$ cat config.mk
export PLATFORM = sky130hd
export DESIGN_NAME = sccl_top
export DESIGN_NICKNAME = d
export VERILOG_FILES = /design/src/rtl/sccl_pkg.sv /design/src/rtl/sccl_top.sv
export SDC_FILE = /design/constraint.sdc
export NUM_CORES = 1
export LEC_CHECK = 0
export ABC_CLOCK_PERIOD_IN_PS = 5700
export BUFFER_PORTS_ARGS = -buffer_cell sky130_fd_sc_hd__buf_2
export CAP_MARGIN = 15
export CORE_ASPECT_RATIO = 1.2
export CORE_UTILIZATION = 60
export CTS_BUF_LIST = sky130_fd_sc_hd__clkbuf_2 sky130_fd_sc_hd__clkbuf_4 sky130_fd_sc_hd__clkbuf_8
export CTS_CLUSTER_SIZE = 28
export DETAILED_ROUTE_END_ITERATION = 6
export GPL_TIMING_DRIVEN = 0
export PLACE_DENSITY = 0.81
export SYNTH_ARGS = -nofsm -noshare
export SYNTH_HDL_FRONTEND = slang
export SYNTH_SLANG_ARGS = --single-unit
export TNS_END_PERCENT = 50
$ cat constraint.sdc
create_clock -name clk_i -period 5.7 [get_ports clk_i]
set_clock_uncertainty 0.1 [all_clocks]
set_input_delay 1.14 -clock clk_i [delete_from_list [all_inputs] [get_ports clk_i]]
set_output_delay 1.14 -clock clk_i [all_outputs]
set_load 0.02 [all_outputs]
$ cat src/rtl/sccl_pkg.sv
// Shared constants for the serial character conversion and line control block.
// Assumes a single AHB-Lite slave on a 32-bit bus, zero wait on writes.
package sccl_pkg;

	// Register byte addresses.
	localparam logic [7:0] SCCL_ADDR_CTRL = 8'h00;
	localparam logic [7:0] SCCL_ADDR_CMD = 8'h04;
	localparam logic [7:0] SCCL_ADDR_STATUS = 8'h08;
	localparam logic [7:0] SCCL_ADDR_WSIZE = 8'h0C;
	localparam logic [7:0] SCCL_ADDR_TXIN = 8'h10;
	localparam logic [7:0] SCCL_ADDR_TXOUT = 8'h14;
	localparam logic [7:0] SCCL_ADDR_RXIN = 8'h18;
	localparam logic [7:0] SCCL_ADDR_RXOUT = 8'h1C;
	localparam logic [7:0] SCCL_ADDR_CFG0 = 8'h20;
	localparam logic [7:0] SCCL_ADDR_CFG1 = 8'h24;
	localparam logic [7:0] SCCL_ADDR_CFG2 = 8'h28;
	localparam logic [7:0] SCCL_ADDR_CFG3 = 8'h2C;
	localparam logic [7:0] SCCL_ADDR_LINES = 8'h30;

	// Command codes.
	localparam logic [7:0] SCCL_CMD_LINE_CTL = 8'h22;
	localparam logic [7:0] SCCL_CMD_XLATE_CFG = 8'h26;

	// Option sum field positions.
	localparam int SCCL_OPT_LF_BIT = 6;
	localparam int SCCL_OPT_TR_LSB = 4;
	localparam int SCCL_OPT_IP_LSB = 2;
	localparam int SCCL_OPT_OP_LSB = 0;
	localparam int SCCL_LC_DTR_LSB = 6;
	localparam int SCCL_LC_RTS_LSB = 4;
	localparam int SCCL_LC_XMT_LSB = 0;

	// Field encodings.
	localparam logic [1:0] SCCL_TR_LIGHT = 2'h0;
	localparam logic [1:0] SCCL_TR_HEAVY = 2'h1;
	localparam logic [1:0] SCCL_PAR_NONE = 2'h0;
	localparam logic [1:0] SCCL_PAR_ODD = 2'h1;
	localparam logic [1:0] SCCL_PAR_EVEN = 2'h2;
	localparam logic [1:0] SCCL_PAR_THIRD = 2'h3;
	localparam logic [1:0] SCCL_LC_OFF = 2'h2;
	localparam logic [1:0] SCCL_LC_ON = 2'h3;

	// Word size codes: 0 is 8 bits, 1 is 7, 2 is 6, 3 is 5.
	localparam logic [1:0] SCCL_WS_8 = 2'h0;
	localparam logic [1:0] SCCL_WS_7 = 2'h1;
	localparam logic [1:0] SCCL_WS_6 = 2'h2;

	// Character codes.
	localparam logic [7:0] SCCL_CH_EOL = 8'h9B;
	localparam logic [7:0] SCCL_CH_CR = 8'h0D;
	localparam logic [7:0] SCCL_CH_LF = 8'h0A;
	localparam logic [7:0] SCCL_CH_LOW_PRINT = 8'h20;
	localparam logic [7:0] SCCL_CH_HIGH_PRINT = 8'h7C;

	// Power-up line levels.
	localparam logic SCCL_MARK = 1'b1;
	localparam logic SCCL_LINE_OFF = 1'b0;

	typedef enum logic [0:0] {
		SCCL_BUS_IDLE = 1'b0,
		SCCL_BUS_RDWAIT = 1'b1
	} sccl_bus_t;

endpackage

$ cat src/rtl/sccl_top.sv
// Four-port character conversion and outgoing line control, reached over AHB-Lite.
// Assumes it is the only slave, so hready_i is its own hreadyout_o.
//
// What this block does
// - Short outgoing words keep only the low bits.
// - Eight-bit words pass the size stage unchanged.
// - Short incoming words padded high with ones.
// - Translation command refused during concurrent transfer.
// - Option sum holds four fields; 32 means none.
// - Input parity: keep, odd, even, clear only.
// - Output parity: keep, odd, even, force one.
// - Option 64 adds line feed after translated return.
// - Second parameter is the heavy substitute character.
// - Per-port configuration defaults zero and persists.
// - System reset keeps stored translation configuration.
// - Port 1 all lines; 2,3 no RTS; 4 transmit only.
// - Control of a missing line is silently ignored.
// - Line command refused during concurrent transfer.
// - Transmit line idles MARK; break is long SPACE.
// - Power-up: DTR, RTS off, transmit line MARK.
// - System reset keeps line output states.
// - Line command code 34 sums three line fields.
// - Port designator 1 to 4, omitted means 1.
// - Output translate, parity, truncate; input reverse order.
// - Input parity error still delivers, sets flag.
// - Transmit field value 3 drives MARK.
`timescale 1ns/1ps

module sccl_top
	import sccl_pkg::*;
#(
	parameter int NUM_PORTS = 4
) (
	// Clock and reset.
	input wire logic clk_i,
	input wire logic rst_n_i,
	// AHB-Lite slave.
	input wire logic hsel_i,
	input wire logic [31:0] haddr_i,
	input wire logic [1:0] htrans_i,
	input wire logic hwrite_i,
	input wire logic [2:0] hsize_i,
	input wire logic [31:0] hwdata_i,
	input wire logic hready_i,
	output logic [31:0] hrdata_o,
	output logic hreadyout_o,
	output logic hresp_o,
	// Outgoing RS-232 lines.
	output logic [2:0] dtr_o,
	output logic rts_o,
	output logic [3:0] transmit_line_o
);

	initial begin
		if (NUM_PORTS != 4) begin
			$error("sccl_top serves exactly four ports");
		end
	end

	////////////////////////////////////////////////////////////////////////////////
	// Character conversion functions.

	function automatic logic [7:0] trunc_word(input logic [7:0] c, input logic [1:0] ws);
		logic [7:0] r;
		r = c;
		unique case (ws)
			SCCL_WS_8: r = c;
			SCCL_WS_7: r = {1'b0, c[6:0]};
			SCCL_WS_6: r = {2'b00, c[5:0]};
			default: r = {3'b000, c[4:0]};
		endcase
		return r;
	endfunction

	function automatic logic [7:0] expand_word(input logic [7:0] c, input logic [1:0] ws);
		logic [7:0] r;
		r = c;
		unique case (ws)
			SCCL_WS_8: r = c;
			SCCL_WS_7: r = {1'b1, c[6:0]};
			SCCL_WS_6: r = {2'b11, c[5:0]};
			default: r = {3'b111, c[4:0]};
		endcase
		return r;
	endfunction

	function automatic logic [7:0] out_parity(input logic [7:0] c, input logic [1:0] mode);
		logic [7:0] r;
		r = c;
		unique case (mode)
			SCCL_PAR_NONE: r = c;
			SCCL_PAR_ODD: r = {~^c[6:0], c[6:0]};
			SCCL_PAR_EVEN: r = {^c[6:0], c[6:0]};
			default: r = {1'b1, c[6:0]};
		endcase
		return r;
	endfunction

	function automatic logic unprintable(input logic [7:0] c);
		return (c < SCCL_CH_LOW_PRINT) || (c > SCCL_CH_HIGH_PRINT);
	endfunction

	////////////////////////////////////////////////////////////////////////////////
	// Bus slave. Writes complete with no wait; reads take one wait state so that
	// read data comes from a flip-flop and always sees the previous write.

	logic addr_take;
	logic dp_wr_reg;
	logic [7:0] dp_addr_reg;
	sccl_bus_t bus_state_reg;
	logic [31:0] rdata_reg;
	logic [31:0] rd_mux;
	logic wr_en;

	assign addr_take = hsel_i & htrans_i[1] & hready_i;
	assign wr_en = dp_wr_reg;
	assign hreadyout_o = (bus_state_reg == SCCL_BUS_IDLE);
	assign hresp_o = 1'b0;
	assign hrdata_o = rdata_reg;

	always_ff @(posedge clk_i or negedge rst_n_i) begin
		if (!rst_n_i) begin
			dp_wr_reg <= 1'b0;
			dp_addr_reg <= 8'h00;
		end else if (hready_i) begin
			dp_wr_reg <= addr_take & hwrite_i;
			dp_addr_reg <= {haddr_i[7:2], 2'b00};
		end
	end

	always_ff @(posedge clk_i or negedge rst_n_i) begin
		if (!rst_n_i) begin
			bus_state_reg <= SCCL_BUS_IDLE;
			rdata_reg <= 32'h0000_0000;
		end else begin
			unique case (bus_state_reg)
				SCCL_BUS_IDLE: begin
					if (addr_take && !hwrite_i) begin
						bus_state_reg <= SCCL_BUS_RDWAIT;
					end
				end
				SCCL_BUS_RDWAIT: begin
					bus_state_reg <= SCCL_BUS_IDLE;
					rdata_reg <= rd_mux;
				end
			endcase
		end
	end

	////////////////////////////////////////////////////////////////////////////////
	// Control, command and configuration state.

	logic concurrent_reg;
	logic sys_reset;
	logic rejected_reg;
	logic parity_err_reg;
	logic [7:0] wsize_reg;
	logic [7:0] opt_reg [4];
	logic [7:0] subst_reg [4];
	logic cmd_wr;
	logic [7:0] cmd_code;
	logic [2:0] cmd_port;
	logic [7:0] cmd_opt;
	logic [7:0] cmd_sub;
	logic [1:0] port_idx;
	logic port_bad;
	logic cmd_ok;
	logic rx_perr;

	assign cmd_wr = wr_en && (dp_addr_reg == SCCL_ADDR_CMD);
	assign cmd_code = hwdata_i[7:0];
	assign cmd_port = hwdata_i[10:8];
	assign cmd_opt = hwdata_i[23:16];
	assign cmd_sub = hwdata_i[31:24];
	assign sys_reset = wr_en && (dp_addr_reg == SCCL_ADDR_CTRL) && hwdata_i[1];

	assign port_idx = (cmd_port == 3'h0) ? 2'h0 : 2'(cmd_port - 3'h1);
	assign port_bad = (cmd_port > 3'h4);

	assign cmd_ok = !concurrent_reg && !port_bad &&
		((cmd_code == SCCL_CMD_XLATE_CFG) || (cmd_code == SCCL_CMD_LINE_CTL));

	always_ff @(posedge clk_i or negedge rst_n_i) begin
		if (!rst_n_i) begin
			concurrent_reg <= 1'b0;
		end else if (sys_reset) begin
			concurrent_reg <= 1'b0;
		end else if (wr_en && (dp_addr_reg == SCCL_ADDR_CTRL)) begin
			concurrent_reg <= hwdata_i[0];
		end
	end

	always_ff @(posedge clk_i or negedge rst_n_i) begin
		if (!rst_n_i) begin
			rejected_reg <= 1'b0;
		end else if (sys_reset) begin
			rejected_reg <= 1'b0;
		end else if (cmd_wr) begin
			rejected_reg <= !cmd_ok;
		end
	end

	// A new error in the same cycle as a clear keeps the flag set.
	always_ff @(posedge clk_i or negedge rst_n_i) begin
		if (!rst_n_i) begin
			parity_err_reg <= 1'b0;
		end else if (rx_perr) begin
			parity_err_reg <= 1'b1;
		end else if (sys_reset) begin
			parity_err_reg <= 1'b0;
		end else if (wr_en && (dp_addr_reg == SCCL_ADDR_STATUS) && hwdata_i[1]) begin
			parity_err_reg <= 1'b0;
		end
	end

	always_ff @(posedge clk_i or negedge rst_n_i) begin
		if (!rst_n_i) begin
			wsize_reg <= 8'h00;
		end else if (wr_en && (dp_addr_reg == SCCL_ADDR_WSIZE)) begin
			wsize_reg <= hwdata_i[7:0];
		end
	end

	always_ff @(posedge clk_i or negedge rst_n_i) begin
		if (!rst_n_i) begin
			for (int p = 0; p < 4; p++) begin
				opt_reg[p] <= 8'h00;
				subst_reg[p] <= 8'h00;
			end
		end else if (cmd_wr && cmd_ok && (cmd_code == SCCL_CMD_XLATE_CFG)) begin
			opt_reg[port_idx] <= cmd_opt;
			subst_reg[port_idx] <= cmd_sub;
		end
	end

	////////////////////////////////////////////////////////////////////////////////
	// Outgoing lines. Only line commands and the power-up reset touch them.

	logic line_cmd;
	logic [1:0] dtr_f;
	logic [1:0] rts_f;
	logic [1:0] xmt_f;

	assign line_cmd = cmd_wr && cmd_ok && (cmd_code == SCCL_CMD_LINE_CTL);
	assign dtr_f = cmd_opt[SCCL_LC_DTR_LSB +: 2];
	assign rts_f = cmd_opt[SCCL_LC_RTS_LSB +: 2];
	assign xmt_f = cmd_opt[SCCL_LC_XMT_LSB +: 2];

	always_ff @(posedge clk_i or negedge rst_n_i) begin
		if (!rst_n_i) begin
			dtr_o <= {3{SCCL_LINE_OFF}};
			rts_o <= SCCL_LINE_OFF;
			transmit_line_o <= {4{SCCL_MARK}};
		end else if (line_cmd) begin
			// DTR on ports 1 to 3
			if (port_idx != 2'h3) begin
				if (dtr_f == SCCL_LC_OFF) begin
					dtr_o[port_idx] <= 1'b0;
				end else if (dtr_f == SCCL_LC_ON) begin
					dtr_o[port_idx] <= 1'b1;
				end
			end
			if (port_idx == 2'h0) begin
				if (rts_f == SCCL_LC_OFF) begin
					rts_o <= 1'b0;
				end else if (rts_f == SCCL_LC_ON) begin
					rts_o <= 1'b1;
				end
			end
			if (xmt_f == SCCL_LC_OFF) begin
				transmit_line_o[port_idx] <= 1'b0;
			end else if (xmt_f == SCCL_LC_ON) begin
				transmit_line_o[port_idx] <= SCCL_MARK;
			end
		end
	end

	////////////////////////////////////////////////////////////////////////////////
	// Outgoing character path: translate, add parity, then truncate.

	logic tx_wr;
	logic [1:0] tx_port;
	logic [7:0] tx_in;
	logic [7:0] tx_opt;
	logic [1:0] tx_ws;
	logic [7:0] tx_xl;
	logic [1:0] tx_cnt;
	logic [7:0] tx_ch0_reg;
	logic [7:0] tx_ch1_reg;
	logic [1:0] tx_cnt_reg;

	assign tx_wr = wr_en && (dp_addr_reg == SCCL_ADDR_TXIN);
	assign tx_port = hwdata_i[9:8];
	assign tx_in = hwdata_i[7:0];
	assign tx_opt = opt_reg[tx_port];
	assign tx_ws = wsize_reg[2*tx_port +: 2];

	always_comb begin
		tx_xl = tx_in;
		tx_cnt = 2'h1;
		if (tx_opt[SCCL_OPT_TR_LSB +: 2] <= SCCL_TR_HEAVY) begin
			if (tx_in == SCCL_CH_EOL) begin
				tx_xl = SCCL_CH_CR;
				tx_cnt = tx_opt[SCCL_OPT_LF_BIT] ? 2'h2 : 2'h1;
			end else if (tx_opt[SCCL_OPT_TR_LSB +: 2] == SCCL_TR_HEAVY) begin
				tx_cnt = unprintable(tx_in) ? 2'h0 : 2'h1;
			end else begin
				tx_xl = {1'b0, tx_in[6:0]};
			end
		end
	end

	always_ff @(posedge clk_i or negedge rst_n_i) begin
		if (!rst_n_i) begin
			tx_ch0_reg <= 8'h00;
			tx_ch1_reg <= 8'h00;
			tx_cnt_reg <= 2'h0;
		end else if (tx_wr) begin
			tx_ch0_reg <= trunc_word(out_parity(tx_xl, tx_opt[SCCL_OPT_OP_LSB +: 2]), tx_ws);
			tx_ch1_reg <= (tx_cnt == 2'h2) ?
				trunc_word(out_parity(SCCL_CH_LF, tx_opt[SCCL_OPT_OP_LSB +: 2]), tx_ws) :
				8'h00;
			tx_cnt_reg <= tx_cnt;
		end
	end

	////////////////////////////////////////////////////////////////////////////////
	// Incoming character path: expand, check parity, then translate.

	logic rx_wr;
	logic [1:0] rx_port;
	logic [7:0] rx_opt;
	logic [7:0] rx_exp;
	logic [7:0] rx_par;
	logic [7:0] rx_out;
	logic [1:0] rx_pm;
	logic [7:0] rx_ch_reg;
	logic rx_cerr_reg;

	assign rx_wr = wr_en && (dp_addr_reg == SCCL_ADDR_RXIN);
	assign rx_port = hwdata_i[9:8];
	assign rx_opt = opt_reg[rx_port];
	assign rx_pm = rx_opt[SCCL_OPT_IP_LSB +: 2];
	assign rx_exp = expand_word(hwdata_i[7:0], wsize_reg[2*rx_port +: 2]);

	always_comb begin
		rx_par = (rx_pm == SCCL_PAR_NONE) ? rx_exp : {1'b0, rx_exp[6:0]};
		rx_perr = rx_wr && (((rx_pm == SCCL_PAR_ODD) && !(^rx_exp)) ||
			((rx_pm == SCCL_PAR_EVEN) && (^rx_exp)));
		rx_out = rx_par;
		if (rx_opt[SCCL_OPT_TR_LSB +: 2] <= SCCL_TR_HEAVY) begin
			rx_out = {1'b0, rx_par[6:0]};
			if (rx_out == SCCL_CH_CR) begin
				rx_out = SCCL_CH_EOL;
			end else if ((rx_opt[SCCL_OPT_TR_LSB +: 2] == SCCL_TR_HEAVY) && unprintable(rx_out)) begin
				rx_out = subst_reg[rx_port];
			end
		end
	end

	always_ff @(posedge clk_i or negedge rst_n_i) begin
		if (!rst_n_i) begin
			rx_ch_reg <= 8'h00;
			rx_cerr_reg <= 1'b0;
		end else if (rx_wr) begin
			rx_ch_reg <= rx_out;
			rx_cerr_reg <= rx_perr;
		end
	end

	////////////////////////////////////////////////////////////////////////////////
	// Read data selection. Unmapped addresses read as zero.

	always_comb begin
		rd_mux = 32'h0000_0000;
		unique case (dp_addr_reg)
			SCCL_ADDR_CTRL: rd_mux = {31'h0, concurrent_reg};
			SCCL_ADDR_STATUS: rd_mux = {30'h0, parity_err_reg, rejected_reg};
			SCCL_ADDR_WSIZE: rd_mux = {24'h0, wsize_reg};
			SCCL_ADDR_TXOUT: rd_mux = {14'h0, tx_cnt_reg, tx_ch1_reg, tx_ch0_reg};
			SCCL_ADDR_RXOUT: rd_mux = {23'h0, rx_cerr_reg, rx_ch_reg};
			SCCL_ADDR_CFG0: rd_mux = {16'h0, subst_reg[0], opt_reg[0]};
			SCCL_ADDR_CFG1: rd_mux = {16'h0, subst_reg[1], opt_reg[1]};
			SCCL_ADDR_CFG2: rd_mux = {16'h0, subst_reg[2], opt_reg[2]};
			SCCL_ADDR_CFG3: rd_mux = {16'h0, subst_reg[3], opt_reg[3]};
			SCCL_ADDR_LINES: rd_mux = {24'h0, transmit_line_o, rts_o, dtr_o};
			default: rd_mux = 32'h0000_0000;
		endcase
	end

endmodule

== Word level (Yosys, flattened, before mapping) ==
Index checks and enable logic that the tools add are counted.
Storage, ports and cells
  bits in registers: 150
  input bits: 74
  output and inout port bits: 42
  logic and storage cells: 175
Operators by class
  add/subtract/negate cells: 1
  $lt $le $gt $ge: 11
  equality and inequality tests: 31
  shifts and indexed selects: 1
  mux-type cells: 47
  bitwise operators: 12
  reductions and logical operators: 48
Operators with widths (number)
  $pmux W18 S10: 1
  $mux W8: 12
  $pmux W8 S3: 4
  $bwmux W32: 2
  $bmux W8 S2: 2
  $eq A6 B4 Y1 const B: 5
  $eq A6 B3 Y1 const B: 4
  $eq A2 B2 Y1 const B: 10
  $logic_and A1 B1 Y1: 20
  $demux W8 S2: 1
  $eq A8 B6 Y1 const B: 2
  $mux W7: 2
  $mux W1: 13
  $eq A6 B2 Y1 const B: 2
  $reduce_bool A2 Y1: 5
  $eq A2 B1 Y1 const B: 4
  $eq A8 B8 Y1 const B: 1
  $gt A8 B7 Y1 const B: 1
  $logic_not A2 Y1: 4
  $logic_not A8 Y1: 1
  $lt A8 B6 Y1 const B: 1
  $mux W2: 4
  $mux W4: 2
  $reduce_xor A8 Y1: 1
  34 further kinds: 47

== Logic depth before layout (Yosys ltp) ==
Gate-level depths: netlist of run 1.
  depth after elaboration: 12
  mapped depth: 15

== Least setup slack after synthesis of run 1 ==
No wires, ideal clock.
  path type: input port to flip-flop
  start point: input hwdata_i[9]
  end point: register rx_ch_reg[3]
  arrival time: 3.984 ns
  required time: 5.464 ns
  slack: 1.480 ns
  stages: 13
  buffers on the path: 3
  path through: buf_6 > mux4_2 > ha_1 > o31a_1 > or2_2 > clkbuf_1 > ha_1 > a41oi_1 > nand2_1 > a221o_1 > buf_6 > a211oi_1 > a221oi_2
Between the ends
  longest elaborated chain between the ends: 10
  elaborated cells on any way between the ends: 23
  those cells by class: 3 x order compare; 4 x eq/ne; 1 x shift; 11 x mux; 1 x bitwise; 3 x reduce/logical
Ends and longest elaborated chain
  start, declared: RTL line sccl_top.sv:43  | input wire logic [31:0] hwdata_i,
  $shiftx A8 B4 Y2: RTL line sccl_top.sv:344  | assign rx_exp = expand_word(hwdata_i[7:0], wsize_reg[2*rx_port +: 2]);
  $eq A2 B2 Y1, or another cell as far along: RTL line sccl_top.sv:78  | unique case (ws)
  $pmux W8 S3: RTL line sccl_top.sv:78
  $mux W8: RTL line sccl_top.sv:347  | rx_par = (rx_pm == SCCL_PAR_NONE) ? rx_exp : {1'b0, rx_exp[6:0]};
  $lt A7 B6 Y1 / $gt A7 B7 Y1 (equally long branches): RTL line sccl_top.sv:100  | return (c < SCCL_CH_LOW_PRINT) || (c > SCCL_CH_HIGH_PRINT);
  $logic_or A1 B1 Y1: RTL line sccl_top.sv:100
  $logic_and A1 B1 Y1: RTL line sccl_top.sv:355  | end else if ((rx_opt[SCCL_OPT_TR_LSB +: 2] == SCCL_TR_HEAVY) && unprintable(rx_out)) begin
  $mux W8: RTL line sccl_top.sv:355
  $mux W8: RTL line sccl_top.sv:353  | if (rx_out == SCCL_CH_CR) begin
  $mux W8 *: RTL line sccl_top.sv:351  | if (rx_opt[SCCL_OPT_TR_LSB +: 2] <= SCCL_TR_HEAVY) begin
  end signal, assigned: RTL line sccl_top.sv:366  | rx_ch_reg <= rx_out;
  end, declared: RTL line sccl_top.sv:337  | logic [7:0] rx_ch_reg;
Every way passes the cells marked *; elsewhere a longest branch is shown, timed or not. The select of a mux whose other input is x is not followed.
A chain may end at the register's enable or synchronous reset.

== Final worst setup path of run 1 ==
  start point: input hwdata_i[8]
  end point: register rx_ch_reg[1]
The elaborated chain is that of the path after synthesis.

==> results of run 1 <==
## cells in the final DEF, fill, tap and decap left out, types with 8 or more instances in the layout
master	instances
nor3_1	11
buf_2	69
a22oi_1	40
o21ai_0	15
dfrtp_1	126
conb_1	15
nand2_1	35
clkbuf_1	22
inv_1	16
mux2i_1	8
a21o_1	14
ha_1	14
a21oi_1	16
mux2_2	80
nand3_1	9
clkbuf_8	20
mux4_2	17
buf_4	16
nor2_1	25
## worst max-delay path, stage by stage
cell and delay (ns):
buf_2 0.17, buf_4 0.24, mux4_2 0.30, inv_1 0.09, ha_1 0.24, o31a_1 0.33
or2_2 0.28, clkbuf_1 0.16, ha_1 0.21, a41oi_1 0.27, nand2_1 0.11, a221o_1 0.39
buf_6 0.17, a211oi_1 0.28, a221oi_1 0.14
## worst paths after layout
| kind | cells past startpoint | to | slack, ns |
|---|---|---|---|
| hold / removal | 1 | hrdata_o[1]$_DFFE_PN0P_ | 0.38 |
| max in group asynchronous | 2 | subst_reg[27]$_DFFE_PN0P_ | 4.26 |
| min in group asynchronous | 1 | dp_wr_reg$_DFFE_PN0P_ | 0.45 |
| setup / recovery | 15 | rx_ch_reg[1]$_DFFE_PN0P_ | 1.36 |
| hold reg to reg | 1 | hrdata_o[1]$_DFFE_PN0P_ | 0.38 |
| setup reg to reg | 12 | rx_ch_reg[1]$_DFFE_PN0P_ | 1.89 |
## routing by layer
metal	up-vias	global-route usage, %
li1	2367	-
met1	2771	45.31
met2	381	51.55
met3	92	9.624
met4	0	19.76
met5	-	0
## kinds of logic after synthesis
family / synth area share [%]
buf+inv: 4.820
xor+xnor: 1.219
simple gates: 9.549
other cells: 0.05451
fa+ha+maj: 2.546
mux: 20.03
flops: 47.36
compound gates: 14.42
## area by class of cell
cell class | count | area (µm²)
Buffer | 49 | 267.8
Clock buffer | 20 | 275.3
Clock inverter | 12 | 153.9
Fill cell | 792 | 3186
Inverter | 17 | 63.81
Multi-Input combinational cell | 403 | 3342
Sequential cell | 130 | 3258
Tap cell | 154 | 192.7
Timing Repair Buffer | 64 | 349.1
## power by group through the flow
| stage | registers [W] | logic, W | clock network, W |
|---|---|---|---|
| floorplan | 0.000989 | 0.000165 | 0 |
| global placement | 0.00100 | 0.000234 | 0 |
| detailed placement | 0.00100 | 0.000246 | 0 |
| CTS | 0.000984 | 0.000249 | 0.000856 |
| global route | 0.000988 | 0.000276 | 0.000906 |
| finish | 0.000986 | 0.000252 | 0.000854 |
## through the flow
stage                     hold slack (ns)  cell area [µm²]
after detailed placement           0.3641             7468
after global routing               0.3992             7903
after global placement             0.3593             7430
after CTS                          0.3811             7898
after floorplan                    0.3391             6932
final                              0.3790             7903
==> summary.md, run 1 <==
| Metric | Value |
|---|---|
| Crit Path Max Fanout | 10 |
| CTS max path bufs | 2 |
| Detail Placement HPWL | between 10000 and 15000 µm |
| CTS resizes | 0 |
| Nature of the critical path startpoint | input pin |
| Root buf cell | clkbuf_8 |
| Worst-path clk slew | 0.08 ns |
| Post-synth top cells | dfrtp_1 (126), mux2_2 (80), a22oi_1 (40) |
| Status | finished, violations left |
| Final setup margin | 1.361 ns |
| Switching share of total power | 27.28% |
| Pwr/cell area | 264.8 mW/mm² |
| Antenna violations before repair | 0 |
| Largest net degree at the start of global routing | 102 |
| Die Ht | 119.3 µm |
| Routed metal-1 wirelength | 7258 µm |
| Critical Path AT | 4.54 ns |
| Cell accounting for the most synthesized area | dfrtp_1 |
| Antenna Cells | 0 |
| Clock sinks | 130 |
| Asr flop ratio synth | 100.0% |
| P_leak | 3.834 nW |
| Worst setup path start | hwdata_i[8] |
| Post-CTS Setup Bufs | 0 |
| Total gr overflow | 0 |
| Comb pwr share | between 10 and 15% |
| Unrepaired setup endpoints after global routing | false |
| Routed Wire Length | 19230 µm |
| Final Core Density | 71.27% |
| Worst setup EP type | register |
| Synth warn | 0 |
| Pre-CTS WS | 1.006 ns |
| CTS H-Tree Depth | 4 |
| Routed len/inst | 22.65 µm |
| Syn Std Cell Area | 0.006879 mm² |
| ANT nets after route | 0 |
| Min-delay src | hrdata_o[1]$_DFFE_PN0P_ |
| Met2 wire len | 9036 µm |
| Num ports | 116 |
| Setup CP Type | in2reg |
| Cell Count, Final, Fillers Out | 849 |
| Worst reg2reg path startpoint | wsize_reg[6]$_DFFE_PN0P_ |
| Placer Congestion | between 0.9 and 1 |
| Synth area leaders | dfrtp_1 (46%), mux2_2 (13%), mux4_2 (5.6%) |
| Top FF cell, synth | dfrtp_1 |
| Yosys reg bits | between 100 and 150 |
| First-pass GRT wire length | just over 30000 µm |
| Gr usage total | 34.56% |
| # nets final | 770 |
| Seq pwr share | between 40% and 50% |
| Via count | 5611 |
| NetSw | 0.0005710 W |
| Overall Power | around 0.0021 W |
| Area grow syn2layout | 14.88% |
| Met3 routed WL | 1839 µm |
| Max_cap viols | 0 |
| Slew Viols, Final | 0 |
| Final Hold Viols | 0 |
| Seq/Total Area, Yosys | 47.36% |
| Drt drc | 5 |
| 1st-pass router iterations | 7 |
| Die Area | 0.01190 mm² |
| Initial core utilization | 62.04% |
| Most common cell in the netlist | dfrtp_1 |
| DP Cell Count | 816 |
| Row count | 42 |
| Final setup violation count | 0 |
| Fmax | 230.4 MHz |
| Synth Instances | 585 |
| Die width | 99.75 µm |
| Clk pwr share | 40.8% |
| Min-Delay Path Class | reg2reg |
| Area share of the largest cell type after synthesis | roughly 46% |
| Slew @ Worst Pin | approximately 1.2 ns |
| Max VDD drop | 0.1856 mV |
| Netlist cell types | 65 |
| Vias per cell | approximately 6.6 |
| Failing checks | DRC |
| Int Pwr | around 0.0015 W |
| Total Neg Setup Slack | 0 ns |
| Final min period | around 4.3 ns |
| Vias in the first global route | between 5000 and 6000 |
| EDFF count, synth | 0 |
| Skew-Pair Late Insertion Delay | between 0.4 and 0.5 ns |
| Hold-fix buffer count after cts | 0 |
| Core Region | about 0.011 mm² |
| Worst path required time | 5.90 ns |
| Period utilization | 76.13% |
| DR iter-0 viols | 658 |
| Uppermost layer routed | met4 |
| Layout cells sized above 1 | between 30% and 40% |
| PortBufs | slightly above 60 |
| CTS Buf Count | 17 |
| Mapped Avg Cell Area | 11.76 µm² |
| CTS tree | built |
| Slew HR | 18.52% |
Power figures use the tool's default switching activity.
==> run 2: changes to the inputs <==
--- a/config.mk
+++ b/config.mk
@@ -5,16 +5,17 @@
 export SDC_FILE = /design/constraint.sdc
 export NUM_CORES = 1
 export LEC_CHECK = 0
-export ABC_CLOCK_PERIOD_IN_PS = 5700
+export ABC_AREA = 1
+export ABC_CLOCK_PERIOD_IN_PS = 4200
 export BUFFER_PORTS_ARGS = -buffer_cell sky130_fd_sc_hd__buf_2
 export CAP_MARGIN = 15
 export CORE_ASPECT_RATIO = 1.2
-export CORE_UTILIZATION = 60
+export CORE_UTILIZATION = 59
 export CTS_BUF_LIST = sky130_fd_sc_hd__clkbuf_2 sky130_fd_sc_hd__clkbuf_4 sky130_fd_sc_hd__clkbuf_8
 export CTS_CLUSTER_SIZE = 28
 export DETAILED_ROUTE_END_ITERATION = 6
 export GPL_TIMING_DRIVEN = 0
-export PLACE_DENSITY = 0.81
+export PLACE_DENSITY = 0.8
 export SYNTH_ARGS = -nofsm -noshare
 export SYNTH_HDL_FRONTEND = slang
 export SYNTH_SLANG_ARGS = --single-unit
==> constraint.sdc (replaced) <==
create_clock -name clk_i -period 4.2 [get_ports clk_i]
set_clock_uncertainty 0.1 [all_clocks]
set_input_delay 0.84 -clock clk_i [delete_from_list [all_inputs] [get_ports clk_i]]
set_output_delay 0.84 -clock clk_i [all_outputs]
set_load 0.02 [all_outputs]
==> run 2 against run 1 <==
Net effect: the run now ends clean; clock-buffer cell count rose by 3; highest routed layer unchanged; cell count rose by 39%; sequential share of layout area decreased by 0.93 points; critical path type unchanged; core utilization shrank 1.4 points; clock power rose by 41%; final area is 2.3% higher; non-clock buffer count decreased by 1; die area up 3.7%; register-to-register slack got worse by 0.87 ns; synthesized cell count rose by 56%.
==> summary.md, run 2 <==
| Metric | Value |
|---|---|
| Routed Wire Length | 20330 µm |
| Critical Path AT | around 3.7 ns |
| Worst path max stage delay | 0.29 ns |
| CTS max path bufs | 2 |
| Area grow syn2layout | 15.15% |
| Via count | roughly 6700 |
| Clock sinks | 130 |
| Total Neg Setup Slack | 0 ns |
| Die Area | 0.01234 mm² |
| Final min period | 3.467 ns |
| CTS tree | built |
| Antenna Cells | 0 |
| Worst path required time | 4.42 ns |
| P_leak | 4.057 nW |
| Period utilization | 82.56% |
| Placer Congestion | 1.028 |
| Cell accounting for the most synthesized area | dfrtp_1 |
| Antenna violations before repair | 0 |
| Synth Area in Simple Gates | around a quarter |
| Fmax | 288.4 MHz |
| Initial core utilization | 60.70% |
| Slew @ Worst Pin | 0.7474 ns |
| Seq/Total Area, Yosys | a little under half |
| DP Cell Count | 1150 |
| CTS resizes | 0 |
| Core Region | roughly 0.012 mm² |
| Largest family of logic cells by synthesized area | simple AND/OR/NAND/NOR gates |
| Vias in the first global route | 6212 |
| # nets final | 1100 |
| Mapped Avg Cell Area | 7.691 µm² |
| Mux cell area share after synthesis | 0.3207% |
| Status | complete, no violations |
| Most frequent cells in the layout | nand2_1 (270), dfrtp_1 (126), o21ai_0 (121), inv_1 (112), buf_2 (79) |
| Cell Count, Final, Fillers Out | 1182 |
| Final Core Density | 69.90% |
| Area share of the largest cell type after synthesis | approximately 45% |
| Most Frequent Cell on Critical Path | nand2_1 |
| 1st-pass router iterations | 6 |
| CP Buf/Inv Count | 5 |
| Final Hold Viols | 0 |
| CTS H-Tree Depth | 4 |
| Die width | around 100 µm |
| Final setup violation count | 0 |
| Drt drc | 0 |
| Min-Delay Path Class | in2async |
| Largest net degree at the start of global routing | 96 |
| Gr usage total | 35.60% |
| EDFF count, synth | 0 |
| Netlist cell types | 44 |
| Max VDD drop | roughly 0.35 mV |
| Xor and xnor area share after synthesis | less than 1% |
| Layout cells sized above 1 | 16.00% |
| Most common cell in the netlist | nand2_1 |
| Post-CTS Setup Bufs | 0 |
| Post-synthesis adder-cell area fraction | 2.495% |
| Crit Path Max Fanout | 9 |
| CTS Buf Count | 17 |
| Total gr overflow | 0 |
| Setup CP Type | in2reg |
| CP max-delay cell | or2_2 |
| Yosys reg bits | 130 |
| Synth Instances | 913 |
| Reg2reg path depth | 22 |
| Unrepaired setup endpoints after global routing | false |
| Slew Viols, Final | 0 |
| Pwr/cell area | around 360 mW/mm² |
| Max_cap viols | 0 |
| Post-synth top cells | nand2_1 (270), dfrtp_1 (126), o21ai_0 (121) |
| Root buf cell | clkbuf_8 |
| Synth area leaders | dfrtp_1 (45%), nand2_1 (14%), o21ai_0 (8.6%) |
| Worst-path clk slew | 0.07 ns |
| Num ports | 116 |
| Nature of the critical path startpoint | input pin |
| Number of cells on the critical path | 22 |
| PortBufs | 65 |
| Asr flop ratio synth | 100.0% |
| DR iter-0 viols | 504 |
| Compound-gate portion of the synthesized area | roughly 17% |
| First-pass GRT wire length | 32400 µm |
| Top FF cell, synth | dfrtp_1 |
| Commonest non-fill, non-tap cell in the layout | nand2_1 |
| Die Ht | ~120 µm |
| Worst setup EP type | register |
| Detail Placement HPWL | ~15000 µm |
| Routed len/inst | between 15 and 20 µm |
| Synth warn | 0 |
| Row count | 43 |
| CP delay by family, top | simple AND/OR/NAND/NOR gates |
| Vias per cell | 5.634 |
| Hold-fix buffer count after cts | 0 |
| Overall Power | 0.002919 W |
| Skew-Pair Late Insertion Delay | ~0.46 ns |
| Slew HR | a little under 50% |
| Syn Std Cell Area | 0.007022 mm² |
| ANT nets after route | 0 |
| Crit-path cells | buf_2, inv_2, nand3_1, nand2_1, inv_1, ha_1, inv_1, nand3_1, nand2_1, nand2_1, inv_1, ha_1, xor2_1, or2_2, nand2_1, nand2_1, nand2_1, nand2_1, nand2_1, nand2_1, nand3_1, o21ai_0 |
-- run 2: area by class of cell --
class                      count  area (µm²)
fill                         980        3482
timing repair buffer          66       359.1
multi-input combinational    633        3109
clock inverter                 9       151.4
sequential                   130        3258
tap                          157       196.4
buffer                        46       264.0
inverter                     118       442.9
clock buffer                  23       304.0
-- run 2: cells by family (layout without fill, tap and decap cells) --
family                   Yosys count  count (layout)
AO/OA/AOI/OAI                    206             206
XOR/XNOR                           4               4
adder cells (fa/ha/maj)           14              14
buffers and inverters            164             262
flip-flops                       130             130
multiplexers                       2               2
other                              1              15
AND/OR/NAND/NOR                  392             392
-- run 2: per-layer routing --
| metal | share of wire [%] | track usage [%] | vias to the layer above |
|---|---|---|---|
| met3 | 7.9 | 7.661 | 83 |
| met4 | 5.3 | 21.11 | 0 |
| met5 | 0 | 0 | - |
| li1 | - | - | 3146 |
| met2 | 47 | 54.77 | 355 |
| met1 | 40 | 46.15 | 3075 |
-- run 2: path summary, 6_finish.rpt --
check | from | to | slack (ns)
worst max register to register | wsize_reg[1]$_DFFE_PN0P_ | rx_cerr_reg$_DFFE_PN0P_ | 1.02
min in group clk_i | hrdata_o[16]$_DFFE_PN0P_ | hrdata_o[16]$_DFFE_PN0P_ | 0.38
worst max-delay path | hwdata_i[9] | rx_cerr_reg$_DFFE_PN0P_ | 0.73
worst min-delay path | rst_n_i | wsize_reg[1]$_DFFE_PN0P_ | 0.17
max in group asynchronous | rst_n_i | subst_reg[19]$_DFFE_PN0P_ | 3.05
worst min register to register | hrdata_o[16]$_DFFE_PN0P_ | hrdata_o[16]$_DFFE_PN0P_ | 0.38
-- run 2: per-stage QoR --
step	setup WS (ns)	instance area, µm²	hold WS, ns
after floorplan	0.9353	7074	0.3492
after global placement	0.3908	7596	0.3609
after detailed placement	0.3387	7630	0.3627
after CTS	0.8158	8085	0.1733
after global routing	0.4270	8085	0.1785
final	0.7325	8085	0.1693
-- run 2: report_power, final --
part | total [W] | internal (W) | leakage, nW | switching [W]
clock | 0.00120 | 0.000721 | 0.233 | 0.000478
sequential | 0.00136 | 0.00132 | 1.64 | 0.0000397
combinational | 0.000364 | 0.000118 | 2.19 | 0.000246
